File: src/acd_pkg.sv
// What this block does
// - Twelve-bit result held in two byte registers
// - Align 0: high=D11..D4, low=D3..D0 then zeros
// - Align 1: high=zeros then D11..D8, low=D7..D0
// - Unused result bit positions read zero
// - Disabled converter leaves result registers unchanged
// - Start bit written 1 then 0 launches
// - Busy set on launch; busy is read-only
// - Busy cleared when conversion completes
// - Enable bit powers converter on or off
// - Channel codes 0,1,3,5,7 map; others reserved
// - Channel codes 8 to 15 select nothing
// - Source and channel selects choose one input
// - Selected pin loses digital function and pull-up
// - First control register resets to zero
// - Source codes: external, bandgap, amps, line
// - Clock select divides by 1 to 128
// - Completion raises converter interrupt request
package acd_pkg;
   // ==========================================================
   // Register map, byte addresses
   localparam logic [11:0] OFS_RESULT_HI = 12'h000;
   localparam logic [11:0] OFS_RESULT_LO = 12'h004;
   localparam logic [11:0] OFS_CTRL_A = 12'h008;
   localparam logic [11:0] OFS_CTRL_B = 12'h00C;
   // ==========================================================
   // Control register A fields
   localparam int CA_START_BIT = 7;
   localparam int CA_BUSY_BIT = 6;
   localparam int CA_EN_BIT = 5;
   localparam int CA_ALIGN_BIT = 4;
   localparam int CA_CHAN_LSB = 0;
   // Control register B fields
   localparam int CB_SRC_LSB = 5;
   localparam int CB_REF_LSB = 3;
   localparam int CB_DIV_LSB = 0;
   // ==========================================================
   // Reset values
   localparam logic [7:0] CTRL_A_RST = 8'h00;
   localparam logic [7:0] CTRL_B_RST = 8'h00;
   localparam logic [11:0] RESULT_RST = 12'h000;
   // ==========================================================
   // Source select codes; all others are external
   localparam logic [2:0] SRC_EXT = 3'h0;
   localparam logic [2:0] SRC_BANDGAP = 3'h1;
   localparam logic [2:0] SRC_SENSE0 = 3'h2;
   localparam logic [2:0] SRC_SENSE1 = 3'h3;
   localparam logic [2:0] SRC_LINE = 3'h4;
   // Conversion length in divided clocks
   localparam int CONV_CLKS = 16;
endpackage : acd_pkg

File: src/acd_link_if.sv
`timescale 1ns/1ps
interface acd_link_if;
   logic [2:0] div_code;
   logic run;
   logic tick;
   logic [11:0] result;
   logic align;
   logic [7:0] hi_byte;
   logic [7:0] lo_byte;
   modport ctl(output div_code, run, result, align, input tick, hi_byte, lo_byte);
   modport div(input div_code, run, output tick);
   modport fmt(input result, align, output hi_byte, lo_byte);
endinterface : acd_link_if

File: src/acd_adc_ctrl.sv
// Implementation choices: register access over APB and the placing of the registers.
`timescale 1ns/1ps
module acd_adc_ctrl #(
   parameter int CONV_CLKS = acd_pkg::CONV_CLKS
) (
   input wire logic pclk,
   input wire logic presetn,
   input wire logic psel,
   input wire logic penable,
   input wire logic pwrite,
   input wire logic [11:0] paddr,
   input wire logic [31:0] pwdata,
   output logic [31:0] prdata,
   output logic pready,
   output logic pslverr,
   input wire logic [11:0] sar_result,
   output logic conv_power_on,
   output logic conv_active,
   output logic conv_clk_tick,
   output logic [2:0] source_select,
   output logic [3:0] ext_channel_select,
   output logic [1:0] reference_select,
   output logic ext_route_on,
   output logic [4:0] pin_analog_mode,
   output logic [4:0] pullup_disable,
   output logic conv_irq_req
);
   typedef struct packed {
      logic start;
      logic busy;
      logic en;
      logic align;
      logic [3:0] chan;
      logic [7:0] ctrl_b;
      logic [7:0] cnt;
      logic [11:0] result;
      logic [11:0] sync1;
      logic [11:0] sync2;
      logic irq;
      logic pready;
      logic pslverr;
      logic [7:0] prdata;
   } acd_st_t;

   acd_st_t st_ff;
   acd_st_t nxt_st;
   acd_link_if lnk ();
   logic acc;
   logic wr;
   logic start_fall;
   logic src_ext;
   logic [4:0] pin_sel;
   logic [7:0] ctrl_a_rd;

   // ==========================================================
   // Helpers
   acd_clk_div u_div (
      .pclk(pclk),
      .presetn(presetn),
      .lnk(lnk.div)
   );

   acd_result_fmt u_fmt (
      .pclk(pclk),
      .presetn(presetn),
      .lnk(lnk.fmt)
   );

   assign lnk.div_code = st_ff.ctrl_b[acd_pkg::CB_DIV_LSB +: 3];
   assign lnk.run = st_ff.busy;
   assign lnk.result = st_ff.result;
   assign lnk.align = st_ff.align;

   // ==========================================================
   // Input routing
   always_comb begin
      src_ext = (source_select == acd_pkg::SRC_EXT) || (source_select > acd_pkg::SRC_LINE);
      unique case (st_ff.chan)
         4'h0: pin_sel = 5'h01;
         4'h1: pin_sel = 5'h02;
         4'h3: pin_sel = 5'h04;
         4'h5: pin_sel = 5'h08;
         4'h7: pin_sel = 5'h10;
         default: pin_sel = 5'h00;
      endcase
   end

   // Internal sources never share the node with a pin
   assign pin_analog_mode = src_ext ? pin_sel : 5'h00;
   assign pullup_disable = pin_analog_mode;
   assign ext_route_on = |pin_analog_mode;
   assign source_select = st_ff.ctrl_b[acd_pkg::CB_SRC_LSB +: 3];
   assign reference_select = st_ff.ctrl_b[acd_pkg::CB_REF_LSB +: 2];
   assign ext_channel_select = st_ff.chan;
   assign conv_power_on = st_ff.en;
   assign conv_active = st_ff.busy;
   assign conv_clk_tick = lnk.tick;
   assign conv_irq_req = st_ff.irq;

   // ==========================================================
   // Bus answer, one wait state so read data comes from a flop
   assign prdata = {24'h000000, st_ff.prdata};
   assign pready = st_ff.pready;
   assign pslverr = st_ff.pslverr;

   always_comb begin
      ctrl_a_rd = '0;
      ctrl_a_rd[acd_pkg::CA_START_BIT] = st_ff.start;
      ctrl_a_rd[acd_pkg::CA_BUSY_BIT] = st_ff.busy;
      ctrl_a_rd[acd_pkg::CA_EN_BIT] = st_ff.en;
      ctrl_a_rd[acd_pkg::CA_ALIGN_BIT] = st_ff.align;
      ctrl_a_rd[acd_pkg::CA_CHAN_LSB +: 4] = st_ff.chan;
   end

   // ==========================================================
   // Next state
   always_comb begin
      nxt_st = st_ff;
      nxt_st.irq = 1'b0;
      nxt_st.pready = 1'b0;
      nxt_st.pslverr = 1'b0;
      acc = psel && penable;
      wr = acc && st_ff.pready && pwrite && !st_ff.pslverr;
      start_fall = wr && (paddr == acd_pkg::OFS_CTRL_A) && st_ff.start
         && !pwdata[acd_pkg::CA_START_BIT];
      // Result is analog-side, so it passes two flops
      nxt_st.sync1 = sar_result;
      nxt_st.sync2 = st_ff.sync1;

      if (acc && !st_ff.pready) begin
         nxt_st.pready = 1'b1;
         unique case (paddr)
            acd_pkg::OFS_RESULT_HI: nxt_st.prdata = lnk.hi_byte;
            acd_pkg::OFS_RESULT_LO: nxt_st.prdata = lnk.lo_byte;
            acd_pkg::OFS_CTRL_A: nxt_st.prdata = ctrl_a_rd;
            acd_pkg::OFS_CTRL_B: nxt_st.prdata = st_ff.ctrl_b;
            default: begin
               nxt_st.prdata = 8'h00;
               nxt_st.pslverr = 1'b1;
            end
         endcase
      end

      // Busy bit is not writable; result registers ignore writes
      if (wr && paddr == acd_pkg::OFS_CTRL_A) begin
         nxt_st.start = pwdata[acd_pkg::CA_START_BIT];
         nxt_st.en = pwdata[acd_pkg::CA_EN_BIT];
         nxt_st.align = pwdata[acd_pkg::CA_ALIGN_BIT];
         nxt_st.chan = pwdata[acd_pkg::CA_CHAN_LSB +: 4];
      end
      if (wr && paddr == acd_pkg::OFS_CTRL_B) begin
         nxt_st.ctrl_b = pwdata[7:0];
      end

      // Gated by enable so a conversion cut by power-down never loads a result
      if (st_ff.busy && st_ff.en && lnk.tick) begin
         if (st_ff.cnt == 8'(CONV_CLKS - 1)) begin
            nxt_st.busy = 1'b0;
            nxt_st.cnt = 8'h00;
            nxt_st.result = st_ff.sync2;
            nxt_st.irq = 1'b1;
         end else begin
            nxt_st.cnt = 8'(st_ff.cnt + 8'h01);
         end
      end
      // A start while busy is ignored rather than restarting
      if (start_fall && st_ff.en && !st_ff.busy) begin
         nxt_st.busy = 1'b1;
         nxt_st.cnt = 8'h00;
      end
      // Power-down aborts; result keeps its last value
      if (!st_ff.en) begin
         nxt_st.busy = 1'b0;
         nxt_st.cnt = 8'h00;
      end
   end

   always_ff @(posedge pclk or negedge presetn) begin
      if (!presetn) begin
         st_ff <= '0;
         st_ff.ctrl_b <= acd_pkg::CTRL_B_RST;
         st_ff.result <= acd_pkg::RESULT_RST;
         {st_ff.start, st_ff.busy, st_ff.en, st_ff.align, st_ff.chan} <= acd_pkg::CTRL_A_RST;
      end else begin
         st_ff <= nxt_st;
      end
   end
endmodule : acd_adc_ctrl

File: src/acd_clk_div.sv
`timescale 1ns/1ps
module acd_clk_div (
   input wire logic pclk,
   input wire logic presetn,
   acd_link_if.div lnk
);
   typedef struct packed {
      logic [6:0] cnt;
   } acd_div_st_t;
   acd_div_st_t st_ff;
   acd_div_st_t nxt_st;
   logic [6:0] lim;

   // ==========================================================
   // Divider; restarts with each conversion so phase is fixed
   always_comb begin
      nxt_st = st_ff;
      lim = 7'((8'h01 << lnk.div_code) - 8'h01);
      lnk.tick = lnk.run && (st_ff.cnt == lim);
      if (!lnk.run || lnk.tick) begin
         nxt_st.cnt = 7'h00;
      end else begin
         nxt_st.cnt = 7'(st_ff.cnt + 7'h01);
      end
   end

   always_ff @(posedge pclk or negedge presetn) begin
      if (!presetn) begin
         st_ff <= '0;
      end else begin
         st_ff <= nxt_st;
      end
   end
endmodule : acd_clk_div

File: src/acd_result_fmt.sv
`timescale 1ns/1ps
module acd_result_fmt (
   input wire logic pclk,
   input wire logic presetn,
   acd_link_if.fmt lnk
);
   // ==========================================================
   // Alignment of the stored result into two bytes
   always_comb begin
      if (lnk.align) begin
         lnk.hi_byte = {4'h0, lnk.result[11:8]};
         lnk.lo_byte = lnk.result[7:0];
      end else begin
         lnk.hi_byte = lnk.result[11:4];
         lnk.lo_byte = {lnk.result[3:0], 4'h0};
      end
   end
endmodule : acd_result_fmt

File: config.mk
export PLATFORM = sky130hd
export DESIGN_NAME = acd_adc_ctrl
export DESIGN_NICKNAME = d
export VERILOG_FILES = /design/src/acd_pkg.sv /design/src/acd_link_if.sv /design/src/acd_adc_ctrl.sv /design/src/acd_clk_div.sv /design/src/acd_result_fmt.sv
export SDC_FILE = /design/constraint.sdc
export NUM_CORES = 1
export LEC_CHECK = 0
export BUFFER_PORTS_ARGS = -buffer_cell sky130_fd_sc_hd__buf_2
export CORE_UTILIZATION = 55
export CTS_CLUSTER_SIZE = 40
export DETAILED_ROUTE_END_ITERATION = 8
export GPL_TIMING_DRIVEN = 0
export PLACE_DENSITY = 0.85
export SETUP_SLACK_MARGIN = 0.4
export SYNTH_ARGS = -nofsm -noshare
export SYNTH_HDL_FRONTEND = slang
export SYNTH_SLANG_ARGS = --single-unit
File: constraint.sdc
create_clock -name pclk -period 8.8 [get_ports pclk]
set_input_delay 1.32 -clock pclk [delete_from_list [all_inputs] [get_ports pclk]]
set_output_delay 1.32 -clock pclk [all_outputs]
set_load 0.05 [all_outputs]
== Word-level counts from Yosys, hierarchy flattened ==
Cells that the tools add are included.

* Output and inout bits: 58
* Register bits after elaboration: 78

* Magnitude comparators: 1
* Eq/ne operators: 11
* Shift operators: 1
* Add/sub/neg operators: 3
* Reductions and logical operators: 27
* Multiplexer cells: 19

{| class="wikitable"
|+ Operator list
! kind !! number
|-
| $mux W8 || 5
|-
| $pmux W8 S4 || 1
|-
| $pmux W5 S5 || 1
|-
| $eq A12 B4 Y1 const B || 2
|-
| $mux W20 || 1
|-
| $logic_and A1 B1 Y1 || 14
|-
| $eq A12 B3 Y1 const B || 1
|-
| $logic_not A12 Y1 || 1
|-
| $mux W12 || 1
|-
| $mux W10 || 1
|-
| $add A8 B1 Y8 const B || 1
|-
| $eq A4 B3 Y1 const B || 2
|-
| $eq A8 B4 Y1 const B || 1
|-
| $add A7 B1 Y7 const B || 1
|-
| $eq A7 B7 Y1 || 1
|-
| $mux W1 || 7
|-
| $mux W7 || 1
|-
| $shl A1 B3 Y7 const A || 1
|-
| $sub A7 B1 Y7 const B || 1
|-
| $ne A3 B1 Y1 const B || 2
|-
| $mux W5 || 1
|-
| $reduce_or A5 Y1 || 1
|-
| $eq A4 B1 Y1 const B || 1
|-
| $eq A4 B2 Y1 const B || 1
|-
| other kinds (7) || 12
|}

== Depth between registers and ports, before layout ==
* Word-level depth: 11
* Gate-level depth with buffers: 13
* Mapped depth without buffers: 9

== Cells and area by module ==
Synthesis repeated with hierarchy kept, for this count alone.

* Cells, all modules: 336
* Area, all modules: 3920.0 um2

{| class="wikitable"
|+ Modules (own cells, without submodules)
! module !! times used !! area each (um2) !! sequential area each (um2) !! cells an instance
|-
| acd_adc_ctrl || 1 || 3238.1 || 1776.7 || 264
|-
| acd_clk_div || 1 || 508.0 || 175.2 || 54
|-
| acd_result_fmt || 1 || 173.9 || 0.0 || 18
|}

== Least setup slack after synthesis ==
No wires, ideal clock.

* Path kind: reg2out
* From: register st_ff (netlist bit lnk.div_code[2])
* To: output port conv_clk_tick
* Data required time: 7.480 ns
* Setup slack: 4.809 ns
* Cell stages (with the launch flop): 10
* Data arrival time: 2.671 ns
* Cells stage by stage: dfrtp_1 > clkbuf_1 > or3_1 > ha_1 > buf_2 > o21ba_2 > o311ai_2 > nand4_2 > nor2_1 > and2_1

* Cells in the longest elaborated chain, start to end: 4

{| class="wikitable"
|+ Ends and longest elaborated chain
! item !! RTL line !! source
|-
| from (decl) || acd_adc_ctrl.sv:45 || <nowiki>acd_st_t st_ff;</nowiki>
|-
| from (signal assigned) || acd_adc_ctrl.sv:185 || <nowiki>st_ff <= nxt_st;</nowiki>
|-
| $shl A1 B3 Y7 || acd_clk_div.sv:18 || <nowiki>lim = 7'((8'h01 << lnk.div_code) - 8'h01);</nowiki>
|-
| $sub A7 B1 Y7 || acd_clk_div.sv:18 ||
|-
| $eq A7 B7 Y1 || acd_clk_div.sv:19 || <nowiki>lnk.tick = lnk.run && (st_ff.cnt == lim);</nowiki>
|-
| $logic_and A1 B1 Y1 || acd_clk_div.sv:19 ||
|-
| to (decl) || acd_adc_ctrl.sv:19 || <nowiki>output logic conv_clk_tick,</nowiki>
|}

No other way between the ends.

== Final worst setup path ==
Ends and elaborated chain as after synthesis.

==> flow_summary.json <==
{
  "status": "finished clean",
  "gp_congestion": 0.858,
  "yosysTopAreaCellShare_pct": 50.5,
  "die_x_um": 85.8,
  "power.density_nw_per_um2": 150,
  "min_period_ps": 4620,
  "syn_to_final_growth_pct": 20.3,
  "die_area_um2": 7370,
  "cp_max_fo": 10,
  "ant_nets": 0,
  "start_util_pct": 56.9,
  "synth_cell_type_count": 55,
  "grt_max_degree": 61,
  "cts-hold-fix-buffers": 0,
  "htreeDepth": 3,
  "diodes": 0,
  "dp_hpwl_um": 5390,
  "clock_sinks": 78,
  "ys_warn_count": 0,
  "synthMuxAreaShare_pct": 12.4,
  "maxCapViolations": 0,
  "grt.total_usage_pct": 21.2,
  "grt_antenna_before_repair": 0,
  "synth_ff_type": "dfrtp_1",
  "cts_buffers": 9,
  "cts.clk_slew.worst_paths_ps": 80,
  "hp-class": "flip-flop to flip-flop",
  "seq_area_um2": 1950,
  "synth_compound_area_share_pct": 8.45,
  "synth.most_common_cell": "dfrtp_1",
  "wl_per_cell_um": 13.1,
  "die_h_um": 85.8,
  "synth_seq_cells": 78,
  "worst_clock_skew_ps": 14.0,
  "dr.pass1.iters": 4,
  "multi_input_area_um2": 1540,
  "hold_viol_final": 0,
  "synthArstFlopShare_pct": 100,
  "ys_top_cells_by_count": "dfrtp_1, buf_4, nor2_1",
  "total_power_mw": 0.696,
  "vias_per_cell": 5.02,
  "synthesis.area_um2": 3860,
  "drc_errors": 0,
  "drt_iter0_markers": 183,
  "syn_area_per_cell_um2": 11.0,
  "irDropWorstVdd_mv": 0.124,
  "post_cts_resized": 0,
  "core_area_um2": 6790,
  "max-slew-margin-rel_pct": 49.3,
  "grt_pass1_vias": 2558,
  "end_kind": "output pin",
  "netlist_top_cells_area": "dfrtp_1, buf_4, mux2_2, mux2_4, nor2_1",
  "final.setup.tns_ps": 0,
  "port-buffer-count": 69,
  "yosysTopAreaCell": "dfrtp_1",
  "synth_simple_gate_area_share_pct": 13.0,
  "worst_pin_slew_ps": 757,
  "worstSetupPathType": "flip-flop to output pin",
  "fillers": 507,
  "ios": 119,
  "dr_total_vias": 2787,
  "cts_tree": "built",
  "drt-total-wl_um": 7260,
  "cts_setup_buffers": 0,
  "synth_top_family_by_area": "simple AND/OR/NAND/NOR gates",
  "ys_seq_area_share_pct": 50.5,
  "grt_overflow_total": 0,
  "clk_latency_ps": 360,
  "crit_arrival_ps": 3300,
  "cellLeakagePower_nw": 2.36,
  "synth_edf_count": 0,
  "root_buffer": "clkbuf_8",
  "layout.nets": 518,
  "synthXorXnorAreaFrac_pct": 2.72,
  "setup-violations-final": 0,
  "dp.cells": 539,
  "synthCells": 350,
  "final_cells": 555,
  "fin_crit_sh_pct": 52.5,
  "grt_pass1_wl_um": 12100,
  "drive_gt1_share_pct": 38.6,
  "rsz0062_at_grt": "false",
  "critPathLaunchType": "flip-flop",
  "max_freq_mhz": 217,
  "slew_viol_final": 0,
  "max-clock-path-buffers": 2,
  "critPathRequiredTime_ps": 7480,
  "num_rows": 30,
  "synthAdderAreaFrac_pct": 0.971
}
==> per-stage QoR <==
| stage | util, % | hold slack [ps] | setup WS (ps) | instance area (um2) |
|---|---|---|---|---|
| 3_5_place_dp | 65.5 | 335 | 4570 | 4450 |
| 2_1_floorplan | - | 331 | 4810 | 3950 |
| 4_1_cts | 68.4 | 353 | 4180 | 4650 |
| 5_1_grt | 68.4 | 360 | 3940 | 4650 |
| 6_report | 68.4 | 351 | 4180 | 4650 |
| 3_3_place_gp | 65.0 | 333 | 4580 | 4420 |
==> registers in the layout (all words and copies together), names as in the netlist <==
name,cells
st_ff,20
lnk.result,12
nxt_st,12
prdata,8
u_div.st_ff,7
ext_channel_select,4
lnk.div_code,3
source_select,3
reference_select,2
conv_active,1
conv_irq_req,1
conv_power_on,1
ctrl_a_rd,1
lnk.align,1
pready,1
pslverr,1
==> critical path: stages (launching register included) <==
cell and delay (ps):
dfrtp_1 430, clkbuf_1 230, or3_1 420, ha_1 200, buf_2 170, o21ba_2 210
o311ai_2 270, nand4_2 170, nor2_1 400, and2_1 190, buf_2 260
==> power breakdown <==
part	switching (mW)	internal, mW	leakage (nW)
sequential	0.00172	0.364	1.03
combinational	0.0398	0.0169	1.22
clock	0.139	0.135	0.105
==> final timing paths <==
path | endpoint | depth (start not counted) | from | slack [ps]
min in group asynchronous | prdata[7]$_DFFE_PN0P_ | 1 | presetn | 830
worst min register to register | st_ff[15]$_DFF_PN0_ | 0 | nxt_st[15]$_DFF_PN0_ | 350
worst max-delay path | conv_clk_tick | 10 | lnk.div_code[2]$_DFFE_PN0P_ | 4180
max in group asynchronous | lnk.result[0]$_DFFE_PN0P_ | 2 | presetn | 7410
worst min-delay path | st_ff[15]$_DFF_PN0_ | 0 | nxt_st[15]$_DFF_PN0_ | 350
worst max register to register | lnk.result[8]$_DFFE_PN0P_ | 11 | lnk.div_code[2]$_DFFE_PN0P_ | 5440
==> layer usage <==
| metal | vias up | GRT usage [%] | part of all wire [%] |
|---|---|---|---|
| met5 | - | 0 | 0 |
| met4 | 0 | 8.18 | 2.1 |
| met3 | 18 | 5.00 | 5.9 |
| met2 | 101 | 35.6 | 51 |
| met1 | 1304 | 26.7 | 41 |
| li1 | 1364 | - | - |
==> logic make-up after synthesis <==
family	count (synthesis)
flip-flops	78
multiplexers	40
buffers and inverters	73
adder cells (fa/ha/maj)	3
AO/OA/AOI/OAI	48
AND/OR/NAND/NOR	95
other	1
XOR/XNOR	12
==> placed cells by master, fill, tap and decap left out, drive strengths merged, types with 4 or more instances in the layout <==
cell type,netlist,final
a21oi,6,6
a221oi,6,6
and2,5,5
buf,52,122
clkbuf,8,17
conb,1,24
dfrtp,78,78
inv,13,17
mux2,35,35
mux2i,5,5
nand2,19,19
nand3,6,6
nor2,28,28
nor3,7,7
nor3b,4,4
o211ai,4,4
o21ai,16,16
xnor2,9,9
==> area by class of cell <==
| class | count | area share (%) |
|---|---|---|
| buffer | 60 | 8.83 |
| clock buffer | 9 | 2.66 |
| clock inverter | 7 | 1.70 |
| inverter | 13 | 1.05 |
| multi-input combinational | 222 | 33.1 |
| sequential | 78 | 42.0 |
| tap | 96 | 2.58 |
| timing repair buffer | 70 | 8.07 |
Note: power is estimated with default switching activity, not from simulation.
